### config.mk
export PLATFORM = sky130hd
export DESIGN_NAME = resizer_b_output_address_regs
export DESIGN_NICKNAME = d
export VERILOG_FILES = /design/src/core/rsz_out_pkg.sv /design/src/core/resizer_b_output_address_regs.sv /design/src/core/addr_pair.sv
export SDC_FILE = /design/constraint.sdc
export NUM_CORES = 1
export LEC_CHECK = 0
export ABC_AREA = 1
export BUFFER_PORTS_ARGS = -buffer_cell sky130_fd_sc_hd__buf_2
export CAP_MARGIN = 15
export CORE_UTILIZATION = 28
export DETAILED_ROUTE_END_ITERATION = 10
export PLACE_DENSITY = 0.56
export RECOVER_POWER = 100
export SYNTH_ARGS = -nofsm -noshare
export SYNTH_HDL_FRONTEND = slang
export SYNTH_HIERARCHICAL = 1
export SYNTH_SLANG_ARGS = --single-unit
export TNS_END_PERCENT = 100
### constraint.sdc
create_clock -name core_clk -period 9.9 [get_ports core_clk]
set_input_delay 0 -clock core_clk [delete_from_list [all_inputs] [get_ports core_clk]]
set_output_delay 0 -clock core_clk [all_outputs]
set_load 0.02 [all_outputs]
### src/core/rsz_out_pkg.sv
package rsz_out_pkg;

  // ----------------------------------------------------------------
  // Register byte offsets
  // ----------------------------------------------------------------
  localparam logic [7:0] OFF_ALPHA      = 8'h00;
  localparam logic [7:0] OFF_BASE_HIGH  = 8'h04;
  localparam logic [7:0] OFF_BASE_LOW   = 8'h08;
  localparam logic [7:0] OFF_START_HIGH = 8'h0c;
  localparam logic [7:0] OFF_START_LOW  = 8'h10;
  localparam logic [7:0] OFF_CONTROL    = 8'h14;
  localparam logic [7:0] OFF_PITCH      = 8'h18;
  localparam logic [7:0] OFF_STATUS     = 8'h1c;
  localparam logic [7:0] OFF_LINE_ADDR  = 8'h20;

  // ----------------------------------------------------------------
  // Field positions and reset values
  // ----------------------------------------------------------------
  localparam int          ALPHA_MSB         = 7;
  localparam int          HALF_MSB          = 15;
  localparam int          CTL_WIDTH_SEL_BIT = 0;
  localparam int          CTL_HREV_BIT      = 1;
  localparam int          CTL_RGB_EN_BIT    = 2;
  localparam logic [15:0] HALF_RESET        = 16'h0000;
  localparam logic [7:0]  ALPHA_RESET       = 8'h00;
  localparam logic [2:0]  CTL_RESET         = 3'h0;
  localparam logic [15:0] PITCH_RESET       = 16'h0000;
  localparam int          ADDR_W            = 8;
  localparam int          LINE_W            = 13;

  // Address half tracking for the pairing of high and low writes
  typedef enum logic [1:0] {
    PAIR_EMPTY  = 2'b00,
    PAIR_HIGH   = 2'b01,
    PAIR_BOTH   = 2'b11,
    PAIR_LOW    = 2'b10
  } pair_e;

endpackage

### src/core/resizer_b_output_address_regs.sv
`timescale 1ns/1ps
module resizer_b_output_address_regs
  import rsz_out_pkg::*;
(
  input  wire logic              core_clk,
  input  wire logic              rst_n,
  input  wire logic              clkEn,
  input  wire logic              psel,
  input  wire logic              penable,
  input  wire logic              pwrite,
  input  wire logic [ADDR_W-1:0] paddr,
  input  wire logic [31:0]       pwdata,
  output logic      [31:0]       prdata,
  output logic                   pready,
  output logic                   pslverr,
  input  wire logic              pixelValid,
  input  wire logic [23:0]       pixelRgb,
  output logic      [31:0]       pixelOut,
  input  wire logic              lineStart,
  input  wire logic [LINE_W-1:0] lineIndex,
  output logic      [31:0]       lineAddr,
  output logic      [31:0]       baseAddr,
  output logic      [31:0]       startAddr,
  output logic                   rgbWidthSelect,
  output logic                   horizontalReversal,
  output logic                   alignError
);

  // ----------------------------------------------------------------
  // Reset release
  // ----------------------------------------------------------------
  logic rstMetaQ;
  logic rstSyncQ;

  always_ff @(posedge core_clk or negedge rst_n) begin
    if (!rst_n) begin
      rstMetaQ <= 1'b0;
      rstSyncQ <= 1'b0;
    end else begin
      rstMetaQ <= 1'b1;
      rstSyncQ <= rstMetaQ;
    end
  end

  // ----------------------------------------------------------------
  // APB decode
  // ----------------------------------------------------------------
  logic access;
  logic wrEn;
  logic hit;

  assign access  = psel && penable;
  assign wrEn    = access && pwrite && clkEn;
  assign pready  = 1'b1;
  assign hit     = paddr inside {OFF_ALPHA, OFF_BASE_HIGH, OFF_BASE_LOW, OFF_START_HIGH,
                                 OFF_START_LOW, OFF_CONTROL, OFF_PITCH, OFF_STATUS,
                                 OFF_LINE_ADDR};
  assign pslverr = access && !hit;

  // ----------------------------------------------------------------
  // Registers
  // ----------------------------------------------------------------
  logic [ALPHA_MSB:0] alphaQ;
  logic [2:0]         ctlQ;
  logic [15:0]        pitchQ;
  logic [15:0]        baseHighQ;
  logic [15:0]        baseLowQ;
  logic [15:0]        startHighQ;
  logic [15:0]        startLowQ;
  logic               basePendQ;
  logic               startPendQ;

  always_ff @(posedge core_clk or negedge rstSyncQ) begin
    if (!rstSyncQ) begin
      alphaQ <= ALPHA_RESET;
    end else if (wrEn && paddr == OFF_ALPHA) begin
      alphaQ <= pwdata[ALPHA_MSB:0];
    end
  end

  always_ff @(posedge core_clk or negedge rstSyncQ) begin
    if (!rstSyncQ) begin
      ctlQ <= CTL_RESET;
    end else if (wrEn && paddr == OFF_CONTROL) begin
      ctlQ <= pwdata[2:0];
    end
  end

  always_ff @(posedge core_clk or negedge rstSyncQ) begin
    if (!rstSyncQ) begin
      pitchQ <= PITCH_RESET;
    end else if (wrEn && paddr == OFF_PITCH) begin
      pitchQ <= pwdata[15:0];
    end
  end

  addr_pair baseRegs (
    .clk      (core_clk),
    .rstN     (rstSyncQ),
    .clkEn    (clkEn),
    .wrHigh   (wrEn && paddr == OFF_BASE_HIGH),
    .wrLow    (wrEn && paddr == OFF_BASE_LOW),
    .wdata    (pwdata[HALF_MSB:0]),
    .highQ    (baseHighQ),
    .lowQ     (baseLowQ),
    .activeQ  (baseAddr),
    .pendingQ (basePendQ)
  );

  addr_pair startRegs (
    .clk      (core_clk),
    .rstN     (rstSyncQ),
    .clkEn    (clkEn),
    .wrHigh   (wrEn && paddr == OFF_START_HIGH),
    .wrLow    (wrEn && paddr == OFF_START_LOW),
    .wdata    (pwdata[HALF_MSB:0]),
    .highQ    (startHighQ),
    .lowQ     (startLowQ),
    .activeQ  (startAddr),
    .pendingQ (startPendQ)
  );

  assign rgbWidthSelect     = ctlQ[CTL_WIDTH_SEL_BIT];
  assign horizontalReversal = ctlQ[CTL_HREV_BIT];

  // Software alignment duty is only flagged, never enforced: the resizer
  // must still write where it was told.
  logic [2:0] needLow;
  logic [2:0] maskLow;
  always_comb begin
    if (ctlQ[CTL_RGB_EN_BIT] && !rgbWidthSelect) begin
      maskLow = 3'h7;
      needLow = 3'h0;
    end else begin
      maskLow = 3'h3;
      needLow = horizontalReversal ? 3'h3 : 3'h0;
    end
  end
  assign alignError = ((baseAddr[2:0] & maskLow) != needLow) ||
                      ((startAddr[2:0] & maskLow) != needLow);

  // ----------------------------------------------------------------
  // Pixel packing
  // ----------------------------------------------------------------
  always_ff @(posedge core_clk or negedge rstSyncQ) begin
    if (!rstSyncQ) begin
      pixelOut <= 32'h0000_0000;
    end else if (clkEn && pixelValid) begin
      if (!rgbWidthSelect) begin
        pixelOut <= {alphaQ, pixelRgb};
      end else begin
        pixelOut <= {16'h0000, pixelRgb[23:19], pixelRgb[15:10], pixelRgb[7:3]};
      end
    end
  end

  // ----------------------------------------------------------------
  // Line address
  // ----------------------------------------------------------------
  logic [31:0] lineOffset;
  assign lineOffset = 32'(lineIndex) * 32'(pitchQ);

  always_ff @(posedge core_clk or negedge rstSyncQ) begin
    if (!rstSyncQ) begin
      lineAddr <= 32'h0000_0000;
    end else if (clkEn && lineStart) begin
      lineAddr <= startAddr + lineOffset;
    end
  end

  // ----------------------------------------------------------------
  // Read mux
  // ----------------------------------------------------------------
  always_comb begin
    prdata = 32'h0000_0000;
    case (paddr)
      OFF_ALPHA:      prdata = {24'h000000, alphaQ};
      OFF_BASE_HIGH:  prdata = {16'h0000, baseHighQ};
      OFF_BASE_LOW:   prdata = {16'h0000, baseLowQ};
      OFF_START_HIGH: prdata = {16'h0000, startHighQ};
      OFF_START_LOW:  prdata = {16'h0000, startLowQ};
      OFF_CONTROL:    prdata = {29'h0, ctlQ};
      OFF_PITCH:      prdata = {16'h0000, pitchQ};
      OFF_STATUS:     prdata = {29'h0, alignError, startPendQ, basePendQ};
      OFF_LINE_ADDR:  prdata = lineAddr;
      default:        prdata = 32'h0000_0000;
    endcase
  end
endmodule

### src/core/addr_pair.sv
`timescale 1ns/1ps
// Holds one 32-bit address as two 16-bit halves; publishes the joined
// value only once both halves have been written since the last publish.
module addr_pair
  import rsz_out_pkg::*;
(
  input  wire logic        clk,
  input  wire logic        rstN,
  input  wire logic        clkEn,
  input  wire logic        wrHigh,
  input  wire logic        wrLow,
  input  wire logic [15:0] wdata,
  output logic      [15:0] highQ,
  output logic      [15:0] lowQ,
  output logic      [31:0] activeQ,
  output logic             pendingQ
);

  pair_e pairQ;
  pair_e pairD;

  always_ff @(posedge clk or negedge rstN) begin
    if (!rstN) begin
      highQ <= HALF_RESET;
    end else if (clkEn && wrHigh) begin
      highQ <= wdata;
    end
  end

  always_ff @(posedge clk or negedge rstN) begin
    if (!rstN) begin
      lowQ <= HALF_RESET;
    end else if (clkEn && wrLow) begin
      lowQ <= wdata;
    end
  end

  always_comb begin
    case (pairQ)
      PAIR_EMPTY: pairD = wrHigh ? PAIR_HIGH : (wrLow ? PAIR_LOW : PAIR_EMPTY);
      PAIR_HIGH:  pairD = wrLow ? PAIR_BOTH : PAIR_HIGH;
      PAIR_LOW:   pairD = wrHigh ? PAIR_BOTH : PAIR_LOW;
      // A half written while publishing opens the next pair at once
      PAIR_BOTH:  pairD = wrHigh ? PAIR_HIGH : (wrLow ? PAIR_LOW : PAIR_EMPTY);
      default:    pairD = PAIR_EMPTY;
    endcase
  end

  always_ff @(posedge clk or negedge rstN) begin
    if (!rstN) begin
      pairQ <= PAIR_EMPTY;
    end else if (clkEn) begin
      pairQ <= pairD;
    end
  end

  // Old address stays in use until the pair completes
  always_ff @(posedge clk or negedge rstN) begin
    if (!rstN) begin
      activeQ <= {HALF_RESET, HALF_RESET};
    end else if (clkEn && pairQ == PAIR_BOTH) begin
      activeQ <= {highQ, lowQ};
    end
  end

  assign pendingQ = (pairQ != PAIR_EMPTY);

endmodule

==> results of run 1 <==
==> flip-flops by register name (all words and copies together), names as in the netlist <==
signal             count
startRegs/activeQ     32
baseRegs/activeQ      32
rstSyncQ               1
baseRegs/lowQ         16
rstMetaQ               1
startRegs/highQ       16
ctlQ                   3
startRegs/pairQ        2
pitchQ                16
baseRegs/pairQ         2
startRegs/lowQ        16
alphaQ                 8
pixelOut              32
baseRegs/highQ        16
lineAddr              32
==> where the power goes <==
group | internal [W] | switching [W] | total [W]
Clock | 0.000503 | 0.000393 | 0.000896
Combinational | 0.0000684 | 0.000137 | 0.000205
Sequential | 0.000940 | 0.0000244 | 0.000964
Total | 0.00151 | 0.000554 | 0.00207
==> critical path, stage by stage, from the launching register on <==
cell and delay, ns:
dfrtp_1 0.86, nand2_1 0.18, fa_1 0.53, fa_1 0.51
inv_1 0.05, fa_1 0.58, fa_1 0.46, fa_1 0.51
inv_1 0.06, fa_1 0.48, inv_1 0.04, ha_1 0.35
nand2_1 0.14, inv_1 0.05, a21oi_1 0.29, nand3_1 0.27
nand2_1 0.14, nand3_1 0.07, nand3_1 0.11, o21ai_0 0.12
==> layer usage <==
layer	global-route usage	vias to the layer above	routed length, um
met3	0.0265	54	3490
met1	0.245	7817	26800
met4	0.0278	0	912
li1	-	7757	-
met5	0	-	0
met2	0.291	397	27600
==> worst max path at each step <==
stage	cells after the start	start	slack [ns]	end
CTS	19	pitchQ[8]$_DFFE_PN0P_	3.99	lineAddr[21]$_DFFE_PN0P_
global placement	19	pitchQ[8]$_DFFE_PN0P_	4.00	lineAddr[21]$_DFFE_PN0P_
finish	19	pitchQ[8]$_DFFE_PN0P_	3.91	lineAddr[21]$_DFFE_PN0P_
detailed placement	19	pitchQ[8]$_DFFE_PN0P_	4.06	lineAddr[21]$_DFFE_PN0P_
floorplan	0	rstSyncQ$_DFF_PN0_	3.17	alphaQ[0]$_DFFE_PN0P_
global route	2	rstSyncQ$_DFF_PN0_	3.52	lineAddr[6]$_DFFE_PN0P_
==> synthesized netlist by cell type, types with 2 or more instances <==
master	count	area (sq um)
nor2_1	86	323
buf_6	14	158
dfrtp_1	225	5630
fa_1	181	3620
o21a_1	2	15.0
o211ai_1	2	15.0
nand3_4	2	35.0
ha_1	96	1200
inv_2	9	33.8
nand2_4	5	56.3
inv_1	510	1910
nor2_2	2	12.5
mux2_2	4	45.0
nor2_4	4	45.0
xor2_1	2	17.5
o21bai_1	3	22.5
xnor2_1	11	96.3
mux2_4	4	60.1
nand4_1	20	125
o21ai_0	116	581
nand2_2	18	113
a22o_1	2	17.5
clkbuf_2	4	20.0
nand2_1	840	3150
a21oi_1	67	335
nor3_1	3	15.0
nand3b_1	3	22.5
buf_2	19	95.1
nand3_1	120	601
clkbuf_1	57	214
buf_4	9	67.6
o21ai_2	8	70.1
==> layout make-up <==
cell class	count	area [sq um]
multi-input combinational	1610	10600
timing repair buffer	296	1550
clock buffer	36	716
tap	864	1080
sequential	225	5630
clock inverter	8	58.8
antenna	3	7.51
fill	7250	44500
inverter	520	1950
==> layout by cell type (no fill, tap or decap), types with 4 or more instances in the layout <==
master / count
clkbuf_16: 24
nand4_1: 20
ha_1: 96
o21ai_0: 122
nand3_1: 121
xnor2_1: 11
clkbuf_1: 173
inv_1: 513
nor2_1: 87
dfrtp_1: 225
a21oi_1: 67
mux2_2: 4
nand2_2: 14
buf_2: 69
nor3_1: 4
fa_1: 181
clkinv_2: 5
mux2_1: 4
nand2_1: 848
inv_2: 6
clkbuf_8: 7
dlygate4sd3_1: 51
buf_4: 8
==> per-stage QoR <==
stage                     power, W  area [sq um]   util  instances  hold WS [ns]
after CTS                  0.00209         21900  0.331       3559       0.00681
final                      0.00207         21600  0.326       3562        0.0367
after detailed placement   0.00117         20600  0.312       3464        -0.212
after global routing       0.00215         21500  0.326       3559        0.0964
after floorplan            0.00109         18800      -       2459        -0.296
after global placement     0.00117         20600  0.312       3464        -0.212
==> kinds of logic after synthesis <==
logic type                 after synthesis  synth area share
and+or+nand+nor                       1107             0.241
buffers and inverters                  624             0.134
adders and majority gates              277             0.257
DFF                                    225             0.299
AOI/OAI and AO/OA                      203            0.0573
xor gates and xnor gates                13           0.00605
muxes                                    8           0.00559
other                                    1          0.000199
==> repair_timing <==
item	CTS	global route
hold buffers	51	0
resized for setup	0	0
endpoints found under the hold margin	117	0
==> flow_summary_export.csv, run 1 <==
group,metric,value,unit
status,status,"finished with violations",
status,violations,"design-rule violations, max-capacitance violations, max-slew violations",
worst_setup_path,startpoint_type,"register",
cts,clock_sinks,225,
floorplan,num_rows,94,
worst_setup_path,worstPathArrival,6.33,ns
floorplan,die_y,261,um
pwr,peakVddDrop,0.000121,V
placed_design,place.gp.congestion,0.899,
cts,cts-buffers-inserted,24,
timing,min_period,5.99,ns
cts,cts_tree,"done",
logic_synthesis,netlist_area,18800,sq um
worst_setup_path,cp.required,10.25,ns
placed_design,pre_cts_slack,4.06,ns
placed_design,io_buffer_count,232,
worst_setup_path,r2r_start,"pitchQ[8]$_DFFE_PN0P_",
floorplan,dieArea,68200,sq um
routing,dr_total_vias,16000,
timing,fin_tns_setup,0,ns
worst_setup_path,cp-end-kind,"register",
timing,min_period_over_period,0.605,
timing,finalSetupViolations,0,
timing,hold_violations,0,
placed_design,dp_hpwl,46800,um
cts,clk_latency,0.54,ns
cts,htree_num_levels,1,
timing,fmax,167,MHz
logic_synthesis,synth_ff_type,"dfrtp_1",
pwr,p_leak,12.1,nW
cts,clockRootBuffer,"clkbuf_16",
grt,grt_pass1_vias,15900,
routing,routed_wl,58800,um
routing,antenna_left,0,
worst_setup_path,ff2ff_setup_slack,3.91,ns
min_path,hold_path.startpoint,"pixelValid",
floorplan,chipWidth,261,um
logic_synthesis,netlist_instances,2458,
worst_setup_path,critPathKind,"reg2reg",
grt,antenna_found_initial,3,
finish,area_growth,14.6,%
logic_synthesis,avgSynthCellArea,7.65,sq um
floorplan,core-area,66100,sq um
cts,clk_pin_slew,0.06,ns
worst_setup_path,r2r_cells,19,
worst_setup_path,r2r-end,"lineAddr[21]$_DFFE_PN0P_",
cts,clockBufferDepth,3,
timing,fin_skew,0.0255,ns
logic_synthesis,ys_seq_area_frac,0.299,
grt,grt_max_degree,74,
timing,worst_pin_slew,3.09,ns
grt,grt-ovfl-total,0,
min_path,hp-class,"in2reg",
timing,drv_slew,269,
pwr,p_per_area,95.8,nW/um^2
routing,drtIter0Drc,1055,
logic_synthesis,async_flop_share,1.00,
floorplan,ioPinCount,250,
timing,slew_headroom,-1.06,
worst_setup_path,cp_max_fo,15,
grt,grt.total_usage,0.175,
min_path,min_to,"pixelOut[19]$_DFFE_PN0P_",
floorplan,start_util,0.285,
timing,worst_slack,3.91,ns
routing,viasPerCell,4.50,
grt,grt_pass1_wl,92800,um
finish,nNetsFinal,3039,
finish,layout-drive-gt1-share,0.0564,
routing,wire_per_inst,16.5,um
routing,drt_drc_violations_left,12,
logic_synthesis,synth.distinct_cells,42,
min_path,whs_path_depth,5,
cts,cts_setup_buffers,0,
logic_synthesis,synth_edf_count,0,
logic_synthesis,synth.yosys.warnings,6,
logic_synthesis,synth_seq_cells,225,
routing,drt_pre_antenna_iters,10,
job,maxCapViolCount,5,
timing,rsz0062_at_grt,"false",
No activity file was read; power rests on OpenSTA's default activity.
==> run 2: changes to the inputs <==
==> constraint.sdc (replaced) <==
create_clock -name core_clk -period 5.9 [get_ports core_clk]
set_input_delay 0 -clock core_clk [delete_from_list [all_inputs] [get_ports core_clk]]
set_output_delay 0 -clock core_clk [all_outputs]
set_load 0.02 [all_outputs]
==> run 2 against run 1 <==
Compared with the run above:
- the run still ends with design-rule violations, max-capacitance violations, max-slew violations left
- sequential power up 67%
- design area increased by 1.0%
- worst hold slack worse by 0.0040 ns
- power grew 74%
- register-to-register slack worse by 3.6 ns
- routed wire length rose by 3.8%
- die area unchanged
- flip-flop and latch count stayed put
- sequential share of layout area shrank 0.22 points
- critical path depth grew 4
- clock skew decreased by 0.0056 ns
- largest cell class unchanged
==> flow_summary_export.csv, run 2 (synthesized netlist as in run 1, its figures left out) <==
group,metric,value,unit
finish,area_growth,15.8,%
worst_setup_path,cp_max_fo,13,
finish,final_common_cell,"nand2_1",
timing,hold_violations,0,
routing,drtIter0Drc,988,
finish,multi_input_area,10600,sq um
timing,worst_pin_slew,2.81,ns
floorplan,ioPinCount,250,
worst_setup_path,critPathKind,"reg2reg",
cts,htree_num_levels,1,
routing,routed_wl,61100,um
finish,nFillCells,7222,
floorplan,num_rows,94,
floorplan,chipWidth,261,um
placed_design,placedInstanceArea,20800,sq um
pwr,p_per_area,165,nW/um^2
timing,min_period,5.58,ns
timing,rsz0062_at_grt,"false",
cts,clk_pin_slew,0.07,ns
worst_setup_path,ff2ff_setup_slack,0.32,ns
routing,viasPerCell,4.47,
floorplan,dieArea,68200,sq um
timing,holdWs,0.0327,ns
finish,nNetsFinal,3058,
worst_setup_path,startpoint_type,"register",
routing,antenna_left,0,
pwr,peakVddDrop,0.000182,V
routing,drt_drc_violations_left,16,
job,maxCapViolCount,4,
grt,grt.total_usage,0.184,
cts,cts_setup_buffers,0,
timing,worst_slack,0.318,ns
routing,dr_total_vias,16000,
worst_setup_path,cp.required,6.27,ns
cts,clock_sinks,225,
cts,clockRootBuffer,"clkbuf_16",
timing,fin_skew,0.0198,ns
floorplan,core-area,66100,sq um
cts,clockBufferDepth,3,
placed_design,place.gp.congestion,0.930,
floorplan,die_y,261,um
placed_design,pre_cts_slack,0.212,ns
finish,final_cell_mix,"nand2_1 (848), inv_1 (513), dfrtp_1 (218), fa_1 (181), clkbuf_1 (171)",
finish,final-seq-area,5640,sq um
status,violations,"design-rule violations, max-capacitance violations, max-slew violations",
cts,cts-buffers-inserted,25,
worst_setup_path,cp-end-kind,"register",
grt,grt-ovfl-total,0,
grt,grt_pass1_wl,96000,um
placed_design,io_buffer_count,232,
finish,layout-drive-gt1-share,0.0656,
grt,grt_max_degree,121,
cts,cts_tree,"done",
floorplan,start_util,0.285,
cts,clk_latency,0.55,ns
finish,utilization,0.329,
routing,drt_pre_antenna_iters,10,
timing,fmax,179,MHz
timing,fin_tns_setup,0,ns
finish,post-route-cell-area,21800,sq um
grt,antenna_found_initial,1,
grt,grt_pass1_vias,16300,
routing,wire_per_inst,17.1,um
status,status,"finished with violations",
worst_setup_path,worstPathArrival,5.95,ns
min_path,hp-class,"in2reg",
placed_design,dp_hpwl,48600,um
timing,finalSetupViolations,0,
timing,slew_headroom,-0.871,
timing,drv_slew,152,
timing,min_period_over_period,0.946,
pwr,p_leak,12.2,nW
==> run 2: cell types whose count changed in the layout (fill, tap and decap cells not counted), sizes merged <==
cell         before  now
buf              77   99
bufinv            0    3
clkbuf          204  199
clkinv            6    4
clkinvlp          1    2
diode             3    4
dlygate4sd3      51   50
==> run 2: repair_timing <==
action,in CTS,in global routing
hold endpoints to repair,116,0
hold buffers,50,0
resized for setup,0,7
setup endpoints to repair,0,15
==> run 2: worst max-delay path, stage by stage, from the launching register on <==
cell	delay (ns)
dfrtp_2	0.53
nand2_1	0.10
inv_1	0.06
fa_1	0.54
inv_1	0.05
fa_1	0.47
inv_1	0.05
fa_1	0.49
inv_1	0.05
fa_1	0.55
inv_1	0.05
fa_1	0.50
fa_1	0.43
ha_1	0.36
nand2_1	0.20
inv_1	0.06
nand2_1	0.06
nand2_1	0.08
inv_1	0.06
nand3_1	0.20
nand2_1	0.16
nand3b_1	0.09
nand3_1	0.16
o21ai_0	0.12
==> run 2: through the flow <==
stage / total power (W) / std cells
2_1_floorplan: 0.00183 / 2459
3_3_place_gp: 0.00197 / 3483
3_5_place_dp: 0.00197 / 3483
4_1_cts: 0.00364 / 3577
5_1_grt: 0.00372 / 3577
6_report: 0.00359 / 3581
==> run 2: layer usage <==
layer	share of wire	track usage
met2	0.45	0.297
met3	0.076	0.0342
met4	0.022	0.0412
met5	0	0
met1	0.45	0.254
==> run 2: path summary, 6_finish.rpt <==
path / startpoint / to / cells past startpoint
setup reg to reg: pitchQ[7]$_DFFE_PN0P_ / lineAddr[18]$_DFFE_PN0P_ / 23
hold reg to reg: rstMetaQ$_DFF_PN0_ / rstSyncQ$_DFF_PN0_ / 0
max in group asynchronous: rstSyncQ$_DFF_PN0_ / pixelOut[14]$_DFFE_PN0P_ / 1
setup / recovery: pitchQ[7]$_DFFE_PN0P_ / lineAddr[18]$_DFFE_PN0P_ / 23
hold / removal: clkEn / baseRegs/activeQ[16]$_DFFE_PN0P_ / 4
min in group asynchronous: rst_n / rstSyncQ$_DFF_PN0_ / 3
==> run 2: power breakdown <==
group | internal [W] | switching [W]
clock network | 0.000950 | 0.000676
logic | 0.000115 | 0.000234
registers | 0.00158 | 0.0000360
total | 0.00264 | 0.000946
==> run 2: final cells by class <==
type | instances | area share
Timing Repair Buffer | 314 | 0.0782
Sequential cell | 225 | 0.259
Antenna cell | 4 | 0.000460
Inverter | 520 | 0.0897
Tap cell | 864 | 0.0497
Clock buffer | 34 | 0.0317
Clock inverter | 10 | 0.00621
Multi-Input combinational cell | 1610 | 0.485
